==> src/inc/lbm_pkg.sv <==
// constants and helpers for the leaky bucket activity monitor
package lbm_pkg;
  // system clock and evaluation timing
  localparam int unsigned CLK_HZ = 125000000;
  localparam int unsigned EVAL_PERIOD_MS = 128;
  localparam int unsigned EVAL_CYCLES = EVAL_PERIOD_MS * (CLK_HZ / 1000);

  // register port widths
  localparam int REG_W = 8;
  localparam int ADDR_W = 8;
  localparam int LEAK_W = 2;
  localparam int QUIET_W = 4;

  // register offsets
  localparam logic [7:0] SET_LVL2_ADDR = 8'h58;
  localparam logic [7:0] CLR_LVL2_ADDR = 8'h59;
  localparam logic [7:0] FILL_CAP2_ADDR = 8'h5a;
  localparam logic [7:0] LEAK2_ADDR = 8'h5b;
  localparam logic [7:0] SET_LVL3_ADDR = 8'h5c;
  localparam logic [7:0] CLR_LVL3_ADDR = 8'h5d;
  localparam logic [7:0] FILL_CAP3_ADDR = 8'h5e;
  localparam logic [7:0] LEAK3_ADDR = 8'h5f;
  localparam logic [7:0] ALARM_STAT_ADDR = 8'h70;

  // reset values
  localparam logic [7:0] SET_LVL_RST = 8'h06;
  localparam logic [7:0] CLR_LVL_RST = 8'h04;
  localparam logic [7:0] FILL_CAP_RST = 8'h08;
  localparam logic [1:0] LEAK_RST = 2'h1;
  localparam logic [7:0] RDATA_NONE = 8'h00;

  // leak codes
  localparam logic [1:0] LEAK_1 = 2'h0;
  localparam logic [1:0] LEAK_2 = 2'h1;
  localparam logic [1:0] LEAK_4 = 2'h2;

  typedef logic [REG_W-1:0] lbm_byte_type;

  // quiet evaluation cycles per decrement for a leak code
  function automatic logic [QUIET_W-1:0] leak_span(input logic [LEAK_W-1:0] code);
    unique case (code)
      LEAK_1: leak_span = 4'h1;
      LEAK_2: leak_span = 4'h2;
      LEAK_4: leak_span = 4'h4;
      default: leak_span = 4'h8;
    endcase
  endfunction
endpackage

==> src/core/lbm_bucket.sv <==
// one leaky bucket integrator with hysteresis alarm
`timescale 1ns/100ps
`default_nettype none
module lbm_bucket (
  input wire logic clock_i,
  input wire logic rst_i,
  input wire logic eval_tick_i,
  input wire logic fault_seen_i,
  input wire logic [7:0] set_level_i,
  input wire logic [7:0] clear_level_i,
  input wire logic [7:0] fill_cap_i,
  input wire logic [1:0] leak_code_i,
  output logic [7:0] fill_o,
  output logic alarm_o
);
  logic [7:0] fill; // accumulator
  logic [7:0] next_fill;
  logic [3:0] quiet; // quiet cycles since last failure or leak step
  logic [3:0] next_quiet;
  logic alarm; // alarm on accumulated failures
  logic next_alarm;
  logic [3:0] span; // quiet cycles per leak step

  assign span = lbm_pkg::leak_span(leak_code_i);
  assign fill_o = fill;
  assign alarm_o = alarm;

  // next accumulator, quiet count and alarm
  always_comb begin
    next_fill = fill;
    next_quiet = quiet;
    next_alarm = alarm;
    if (eval_tick_i) begin
      if (fault_seen_i) begin
        // failed cycle: fill by one, capped
        next_quiet = 4'h0;
        if (fill >= fill_cap_i) begin
          next_fill = fill_cap_i;
        end else begin
          next_fill = 8'(fill + 8'h01);
        end
      end else if (4'(quiet + 4'h1) >= span) begin
        // quiet interval complete: leak one
        next_quiet = 4'h0;
        if (fill > fill_cap_i) begin
          next_fill = fill_cap_i;
        end else if (fill != 8'h00) begin
          next_fill = 8'(fill - 8'h01);
        end else begin
          next_fill = 8'h00;
        end
      end else begin
        // still inside the quiet interval
        next_quiet = 4'(quiet + 4'h1);
        if (fill > fill_cap_i) begin
          next_fill = fill_cap_i;
        end
      end
      // raise has priority over clear
      if (next_fill >= set_level_i) begin
        next_alarm = 1'b1;
      end else if (next_fill <= clear_level_i) begin
        next_alarm = 1'b0;
      end
    end
  end

  // state registers
  always_ff @(posedge clock_i) begin
    if (rst_i) begin
      fill <= 8'h00;
      quiet <= 4'h0;
      alarm <= 1'b0;
    end else begin
      fill <= next_fill;
      quiet <= next_quiet;
      alarm <= next_alarm;
    end
  end
endmodule
`default_nettype wire

==> src/core/lbm_monitor.sv <==
// activity monitor top: config sets 2 and 3, timing, buckets
`timescale 1ns/100ps
`default_nettype none
// Behaviour
// - evaluate inputs every 128 ms cycle
// - failed or erratic cycle adds one
// - each quiet interval removes one
// - leak codes select 1,2,4,8 cycles
// - leak selector uses bits 1:0 only
// - alarm raised at set level
// - alarm cleared at clear level
// - accumulator clamped to fill cap at each evaluation tick
// - sets 2 and 3 independent, read/write
module lbm_monitor #(
  parameter int NUM_IN = 3, // monitored inputs
  parameter int unsigned EVAL_CYCLES = lbm_pkg::EVAL_CYCLES // clocks per cycle
) (
  input wire logic clock_i,
  input wire logic rst_i,
  input wire logic reg_wr_i,
  input wire logic reg_rd_i,
  input wire logic [7:0] reg_addr_i,
  input wire logic [7:0] reg_wdata_i,
  output logic [7:0] reg_rdata_o,
  input wire logic [NUM_IN-1:0] fault_i,
  input wire logic [NUM_IN-1:0] cfg3_sel_i,
  output logic [NUM_IN-1:0] alarm_o
);
  localparam int CNT_W = (EVAL_CYCLES > 1) ? $clog2(EVAL_CYCLES) : 1;

  // refuse settings the logic cannot serve
  generate
    if (NUM_IN < 1 || NUM_IN > lbm_pkg::REG_W) begin : g_bad_num
      $error("NUM_IN must be 1 to 8");
    end
    if (EVAL_CYCLES < 2) begin : g_bad_eval
      $error("EVAL_CYCLES must be at least 2");
    end
    // the register map assumes byte registers and two-bit leak codes
    if (lbm_pkg::REG_W != 8 || lbm_pkg::LEAK_W != 2) begin : g_bad_pkg
      $error("package widths must be 8 and 2");
    end
  endgenerate

  // configuration set 2
  lbm_pkg::lbm_byte_type alarm_set_level_cfg2;
  lbm_pkg::lbm_byte_type alarm_clear_level_cfg2;
  lbm_pkg::lbm_byte_type fill_cap_cfg2;
  logic [1:0] leak_interval_cfg2; // only low two bits kept
  // configuration set 3
  lbm_pkg::lbm_byte_type alarm_set_level_cfg3;
  lbm_pkg::lbm_byte_type alarm_clear_level_cfg3;
  lbm_pkg::lbm_byte_type fill_cap_cfg3;
  logic [1:0] leak_interval_cfg3;
  // next values of the register group
  lbm_pkg::lbm_byte_type next_alarm_set_level_cfg2;
  lbm_pkg::lbm_byte_type next_alarm_clear_level_cfg2;
  lbm_pkg::lbm_byte_type next_fill_cap_cfg2;
  logic [1:0] next_leak_interval_cfg2;
  lbm_pkg::lbm_byte_type next_alarm_set_level_cfg3;
  lbm_pkg::lbm_byte_type next_alarm_clear_level_cfg3;
  lbm_pkg::lbm_byte_type next_fill_cap_cfg3;
  logic [1:0] next_leak_interval_cfg3;
  // read data
  lbm_pkg::lbm_byte_type rdata;
  lbm_pkg::lbm_byte_type next_rdata;

  // evaluation cycle timer
  logic [CNT_W-1:0] eval_cnt;
  logic [CNT_W-1:0] next_eval_cnt;
  logic eval_tick; // last clock of a cycle

  // failure seen during the current cycle
  logic [NUM_IN-1:0] fault_seen;
  logic [NUM_IN-1:0] next_fault_seen;
  logic [NUM_IN-1:0] fault_close; // verdict handed to buckets
  logic [NUM_IN-1:0] alarm; // bucket alarms

  // alarm status byte, upper bits zero
  function automatic lbm_pkg::lbm_byte_type alarm_byte(input logic [NUM_IN-1:0] a);
    alarm_byte = '0;
    alarm_byte[NUM_IN-1:0] = a;
  endfunction

  // register writes
  always_comb begin
    next_alarm_set_level_cfg2 = alarm_set_level_cfg2;
    next_alarm_clear_level_cfg2 = alarm_clear_level_cfg2;
    next_fill_cap_cfg2 = fill_cap_cfg2;
    next_leak_interval_cfg2 = leak_interval_cfg2;
    next_alarm_set_level_cfg3 = alarm_set_level_cfg3;
    next_alarm_clear_level_cfg3 = alarm_clear_level_cfg3;
    next_fill_cap_cfg3 = fill_cap_cfg3;
    next_leak_interval_cfg3 = leak_interval_cfg3;
    if (reg_wr_i) begin
      unique case (reg_addr_i)
        // set 2
        lbm_pkg::SET_LVL2_ADDR: next_alarm_set_level_cfg2 = reg_wdata_i;
        lbm_pkg::CLR_LVL2_ADDR: next_alarm_clear_level_cfg2 = reg_wdata_i;
        lbm_pkg::FILL_CAP2_ADDR: next_fill_cap_cfg2 = reg_wdata_i;
        lbm_pkg::LEAK2_ADDR: next_leak_interval_cfg2 = reg_wdata_i[1:0];
        // set 3
        lbm_pkg::SET_LVL3_ADDR: next_alarm_set_level_cfg3 = reg_wdata_i;
        lbm_pkg::CLR_LVL3_ADDR: next_alarm_clear_level_cfg3 = reg_wdata_i;
        lbm_pkg::FILL_CAP3_ADDR: next_fill_cap_cfg3 = reg_wdata_i;
        lbm_pkg::LEAK3_ADDR: next_leak_interval_cfg3 = reg_wdata_i[1:0];
        // unmapped or read-only: ignored
        default: begin
        end
      endcase
    end
  end

  // register reads, one clock latency
  always_comb begin
    next_rdata = rdata;
    if (reg_rd_i) begin
      unique case (reg_addr_i)
        // set 2
        lbm_pkg::SET_LVL2_ADDR: next_rdata = alarm_set_level_cfg2;
        lbm_pkg::CLR_LVL2_ADDR: next_rdata = alarm_clear_level_cfg2;
        lbm_pkg::FILL_CAP2_ADDR: next_rdata = fill_cap_cfg2;
        lbm_pkg::LEAK2_ADDR: next_rdata = {6'h00, leak_interval_cfg2};
        // set 3
        lbm_pkg::SET_LVL3_ADDR: next_rdata = alarm_set_level_cfg3;
        lbm_pkg::CLR_LVL3_ADDR: next_rdata = alarm_clear_level_cfg3;
        lbm_pkg::FILL_CAP3_ADDR: next_rdata = fill_cap_cfg3;
        lbm_pkg::LEAK3_ADDR: next_rdata = {6'h00, leak_interval_cfg3};
        // live alarm state
        lbm_pkg::ALARM_STAT_ADDR: next_rdata = alarm_byte(alarm);
        // unmapped reads as zero
        default: next_rdata = lbm_pkg::RDATA_NONE;
      endcase
    end
  end

  // register group flops
  always_ff @(posedge clock_i) begin
    if (rst_i) begin
      // documented reset values
      alarm_set_level_cfg2 <= lbm_pkg::SET_LVL_RST;
      alarm_clear_level_cfg2 <= lbm_pkg::CLR_LVL_RST;
      fill_cap_cfg2 <= lbm_pkg::FILL_CAP_RST;
      leak_interval_cfg2 <= lbm_pkg::LEAK_RST;
      alarm_set_level_cfg3 <= lbm_pkg::SET_LVL_RST;
      alarm_clear_level_cfg3 <= lbm_pkg::CLR_LVL_RST;
      fill_cap_cfg3 <= lbm_pkg::FILL_CAP_RST;
      leak_interval_cfg3 <= lbm_pkg::LEAK_RST;
      rdata <= lbm_pkg::RDATA_NONE;
    end else begin
      // take the decoded next values
      alarm_set_level_cfg2 <= next_alarm_set_level_cfg2;
      alarm_clear_level_cfg2 <= next_alarm_clear_level_cfg2;
      fill_cap_cfg2 <= next_fill_cap_cfg2;
      leak_interval_cfg2 <= next_leak_interval_cfg2;
      alarm_set_level_cfg3 <= next_alarm_set_level_cfg3;
      alarm_clear_level_cfg3 <= next_alarm_clear_level_cfg3;
      fill_cap_cfg3 <= next_fill_cap_cfg3;
      leak_interval_cfg3 <= next_leak_interval_cfg3;
      rdata <= next_rdata;
    end
  end

  assign reg_rdata_o = rdata;

  // end of evaluation cycle
  assign eval_tick = (eval_cnt == CNT_W'(EVAL_CYCLES - 1));

  // evaluation timer next value
  always_comb begin
    if (eval_tick) begin
      next_eval_cnt = '0;
    end else begin
      next_eval_cnt = CNT_W'(eval_cnt + 1'b1);
    end
  end

  // evaluation timer flops
  always_ff @(posedge clock_i) begin
    if (rst_i) begin
      eval_cnt <= '0;
    end else begin
      eval_cnt <= next_eval_cnt;
    end
  end

  // a fault in the closing clock still counts for that cycle
  // otherwise a fault on the tick clock would fall between cycles
  assign fault_close = fault_seen | fault_i;

  // per-cycle failure capture
  always_comb begin
    if (eval_tick) begin
      next_fault_seen = '0; // fresh cycle
    end else begin
      next_fault_seen = fault_close;
    end
  end

  // failure capture flops
  always_ff @(posedge clock_i) begin
    if (rst_i) begin
      fault_seen <= '0;
    end else begin
      fault_seen <= next_fault_seen;
    end
  end

  // one bucket per input, fed by its chosen set
  generate
    for (genvar i = 0; i < NUM_IN; i++) begin : g_bucket
      logic [7:0] set_lvl; // chosen set level
      logic [7:0] clr_lvl; // chosen clear level
      logic [7:0] cap; // chosen fill cap
      logic [1:0] leak; // chosen leak code
      // set 3 where selected, else set 2
      assign set_lvl = cfg3_sel_i[i] ? alarm_set_level_cfg3 : alarm_set_level_cfg2;
      assign clr_lvl = cfg3_sel_i[i] ? alarm_clear_level_cfg3 : alarm_clear_level_cfg2;
      assign cap = cfg3_sel_i[i] ? fill_cap_cfg3 : fill_cap_cfg2;
      assign leak = cfg3_sel_i[i] ? leak_interval_cfg3 : leak_interval_cfg2;
      lbm_bucket u_bucket (
        .clock_i(clock_i),
        .rst_i(rst_i),
        .eval_tick_i(eval_tick),
        .fault_seen_i(fault_close[i]),
        .set_level_i(set_lvl),
        .clear_level_i(clr_lvl),
        .fill_cap_i(cap),
        .leak_code_i(leak),
        .fill_o(),
        .alarm_o(alarm[i])
      );
    end
  endgenerate

  assign alarm_o = alarm;
endmodule
`default_nettype wire

==> config.mk <==
export PLATFORM = sky130hd
export DESIGN_NAME = lbm_monitor
export DESIGN_NICKNAME = d
export VERILOG_FILES = /design/src/inc/lbm_pkg.sv /design/src/core/lbm_bucket.sv /design/src/core/lbm_monitor.sv
export SDC_FILE = /design/constraint.sdc
export NUM_CORES = 1
export LEC_CHECK = 0
export ABC_AREA = 1
export BUFFER_PORTS_ARGS = -buffer_cell sky130_fd_sc_hd__buf_4
export CORE_ASPECT_RATIO = 0.7
export CORE_UTILIZATION = 40
export DETAILED_ROUTE_END_ITERATION = 10
export GPL_ROUTABILITY_DRIVEN = 0
export MAX_ROUTING_LAYER = met4
export PLACE_DENSITY = 0.51
export SLEW_MARGIN = 20
export SYNTH_ARGS = -nofsm -noshare
export SYNTH_HDL_FRONTEND = slang
export SYNTH_SLANG_ARGS = --single-unit
==> constraint.sdc <==
create_clock -name clock_i -period 4.7 [get_ports clock_i]
set_clock_uncertainty 0.2 [all_clocks]
set_input_delay 0.94 -clock clock_i [delete_from_list [all_inputs] [get_ports clock_i]]
set_output_delay 0.94 -clock clock_i [all_outputs]
set_load 0.01 [all_outputs]
==> impl_metrics.json <==
{
  "grt_use_total_pct": 27.7,
  "grtUsageMet1_pct": 42.1,
  "post_cts_buffers": 0,
  "diodes": 0,
  "crit_top_cell": "nand2_1",
  "synth_top_area_cell": "dfxtp_1",
  "wirelength_mm": 35.5,
  "path_cells": "buf_4, o21ai_0, ha_1, nand2_1, nor2_2, nand2_1, nand2_1, nand2_2, nand3_1, nand3_1, and2_1, ha_1, a21oi_1, o21ai_0, a21oi_1, o21ai_0, nand3_1, nand2_1",
  "use_met3_pct": 5.95,
  "grt_max_degree": 53,
  "maxSlewHeadroom_pct": 31.5,
  "setup.worst_path.start_class": "primary input",
  "coreArea_mm2": 0.0258,
  "timing.fmax_mhz": 251,
  "overflow": 0,
  "syn_nets": 1832,
  "insertion_delay_ns": 0.45,
  "yosys_warnings": 0,
  "holdPathStages": 2,
  "synthAdderAreaFrac_pct": 11.4,
  "synth_top_area_share_pct": 23.8,
  "die_x_um": 196,
  "regArea_mm2": 0.00252,
  "min_from": "reg_rdata_o[5]",
  "n_fill_cell": 2755,
  "worstPathRequired_ns": 4.84,
  "crit_family": "simple AND/OR/NAND/NOR gates",
  "clkTransAtPathRegs_ns": 0.07,
  "period_share_pct": 84.6,
  "leakage_uw": 0.00565,
  "drc": 0,
  "io_pins": 37,
  "hold_path_end": "reg_rdata_o[5]",
  "dr.pass1.iters": 5,
  "synth_mux_area_share_pct": 0,
  "grt_pass1_wl_mm": 55.8,
  "critPathBufInv": 1,
  "dp_hpwl_mm": 27.0,
  "netlist_area_mm2": 0.0106,
  "busiest_layer": "met1",
  "ctsResizeCount": 0,
  "grt_antenna_before_repair": 0,
  "setup_slack_ns": 0.724,
  "status": "complete, no violations",
  "dieArea_mm2": 0.0271,
  "layout_common_cells": "nand2_1, inv_1, nand3_1",
  "r2r_slack_ns": 0.86,
  "clock-root-buffer": "clkbuf_16",
  "start_util_pct": 41.0,
  "worstPathArrival_ns": 4.12,
  "cts_tree": "yes",
  "r2r_end": "g_bucket[1].u_bucket.alarm_o",
  "multiInputGateArea_mm2": 0.00696,
  "numCtsBuffers": 17,
  "worst_pin_slew_ns": 1.03,
  "rsz0062_at_grt": "no",
  "dpl_worst_slack_ns": 0.302,
  "num_rows": 49,
  "avgSynthCellArea_um2": 6.19,
  "max_cap_violations": 0,
  "drtIter0Drc": 1071,
  "ir_worst_vdd_uv": 269,
  "vias": 10900,
  "synth_cell_types": 43,
  "critPathLaunch": "cfg3_sel_i[2]",
  "slew_violations": 0,
  "synth-simple-area-share_pct": 37.8,
  "async_reset_ff_share_pct": 0,
  "port_buffers": 36,
  "cp_max_fo": 52,
  "worstSetupEndpointType": "flip-flop",
  "final_core_util_pct": 45.2,
  "ys_seq_area_share_pct": 23.8,
  "fin_tns_setup_ns": 0,
  "nNetsFinal": 1842,
  "holdBufCountCts": 0,
  "synthCells": 1710,
  "syn_to_final_growth_pct": 10.4,
  "routed_via_density": 5.21,
  "grt_pass1_vias": 9660,
  "wl_per_cell_um": 17.0,
  "ys_top_cells_by_area": "dfxtp_1, nand2_1, ha_1",
  "drive_gt1_share_pct": 8.37,
  "ys_ff_latch": 126,
  "final.min_clock_period_ns": 3.98,
  "cp_slowest_cell": "ha_1",
  "rr_startpoint": "leak_interval_cfg2[1]",
  "synth_edf_count": 0,
  "synth-compound-area-share_pct": 14.5,
  "use_met2_pct": 35.3,
  "powerDensity_mw_per_mm2": 229,
  "cts.htree.levels": 4,
  "cts_sinks": 126,
  "hold_path_class": "reg -> reg",
  "die_h_um": 138,
  "finalSetupViolations": 0,
  "synthXorXnorAreaFrac_pct": 2.24,
  "hold_viol_final": 0,
  "crit_type": "in -> reg",
  "slowest_delay_ns": 0.36,
  "r2r_cells": 19,
  "clockBufferDepth": 2,
  "synthFlopType": "dfxtp_1",
  "drtAntennaViolNets": 0,
  "synth_top_family_by_area": "simple AND/OR/NAND/NOR gates",
  "layout_commonest_cell": "nand2_1"
}
==> cells in the mapped netlist (15+ instances only) <==
master / instances
inv_1: 199
a21oi_1: 98
o21ai_0: 138
clkbuf_1: 24
nand2_1: 506
ha_1: 96
buf_2: 26
and2_1: 15
nand4_1: 23
nand3_1: 180
nor2_1: 120
dfxtp_1: 126
xor2_1: 22
==> power by group <==
group          switching [µW]  total [µW]  internal (µW)
sequential               4.18        1080           1070
combinational             208         314            106
clock                     555        1290            732
total                     767        2680           1910
==> stage by stage <==
step           area, µm²  hold WS [ns]  std cells  total power, µW
2_1_floorplan      10600         0.241       1710             1320
3_3_place_gp       11100         0.253       2058             1410
3_5_place_dp       11100         0.261       2058             1410
4_1_cts            11700         0.270       2089             2710
5_1_grt            11700         0.291       2089             2810
6_report           11700         0.264       2089             2680
==> layer usage <==
| layer | up-vias | wire, µm |
|---|---|---|
| met4 | 0 | 697 |
| met3 | 54 | 3000 |
| met1 | 4849 | 18400 |
| met2 | 383 | 13400 |
| met5 | - | 0 |
| li1 | 5599 | - |
==> cell type report <==
type                       instances  share of cell area [%]
multi-input combinational       1311                    59.6
sequential                       126                    21.6
inverter                         212                    6.81
tap                              357                    3.82
clock buffer                      17                    3.64
timing repair buffer              52                    3.34
clock inverter                    14                    1.16
==> registers in the layout, summed over array words and instances, names as in the netlist <==
| register | flops |
|---|---|
| fill_cap_cfg3 | 8 |
| g_bucket.u_bucket.quiet | 12 |
| leak_interval_cfg2 | 2 |
| fill_cap_cfg2 | 8 |
| alarm_set_level_cfg2 | 8 |
| eval_cnt | 24 |
| g_bucket.u_bucket.alarm_o | 3 |
| alarm_set_level_cfg3 | 8 |
| fault_seen | 3 |
| alarm_clear_level_cfg2 | 8 |
| alarm_clear_level_cfg3 | 8 |
| reg_rdata_o | 8 |
| g_bucket.u_bucket.fill_o | 24 |
| leak_interval_cfg3 | 2 |
==> worst max path at each step <==
| stage | end | depth (start not counted) |
|---|---|---|
| finish | g_bucket[2].u_bucket.alarm_o | 18 |
| global route | g_bucket[1].u_bucket.alarm_o | 18 |
| CTS | g_bucket[1].u_bucket.alarm_o | 20 |
| detailed placement | g_bucket[1].u_bucket.alarm_o | 20 |
| global placement | g_bucket[1].u_bucket.alarm_o | 20 |
| floorplan | g_bucket[0].u_bucket.alarm_o | 20 |
==> worst min-delay path, delay by kind of cell, from the launching register on <==
family	cells	cell delay, ns
compound gates	1	0.05
flops	1	0.31
simple gates	1	0.06
==> logic make-up after synthesis <==
group | Yosys count
AOI/OAI and AO/OA | 283
xor gates and xnor gates | 27
adders and majority gates | 96
buffers and inverters | 273
DFF | 126
and+or+nand+nor | 905
Note: power is estimated with default switching activity, not from simulation.
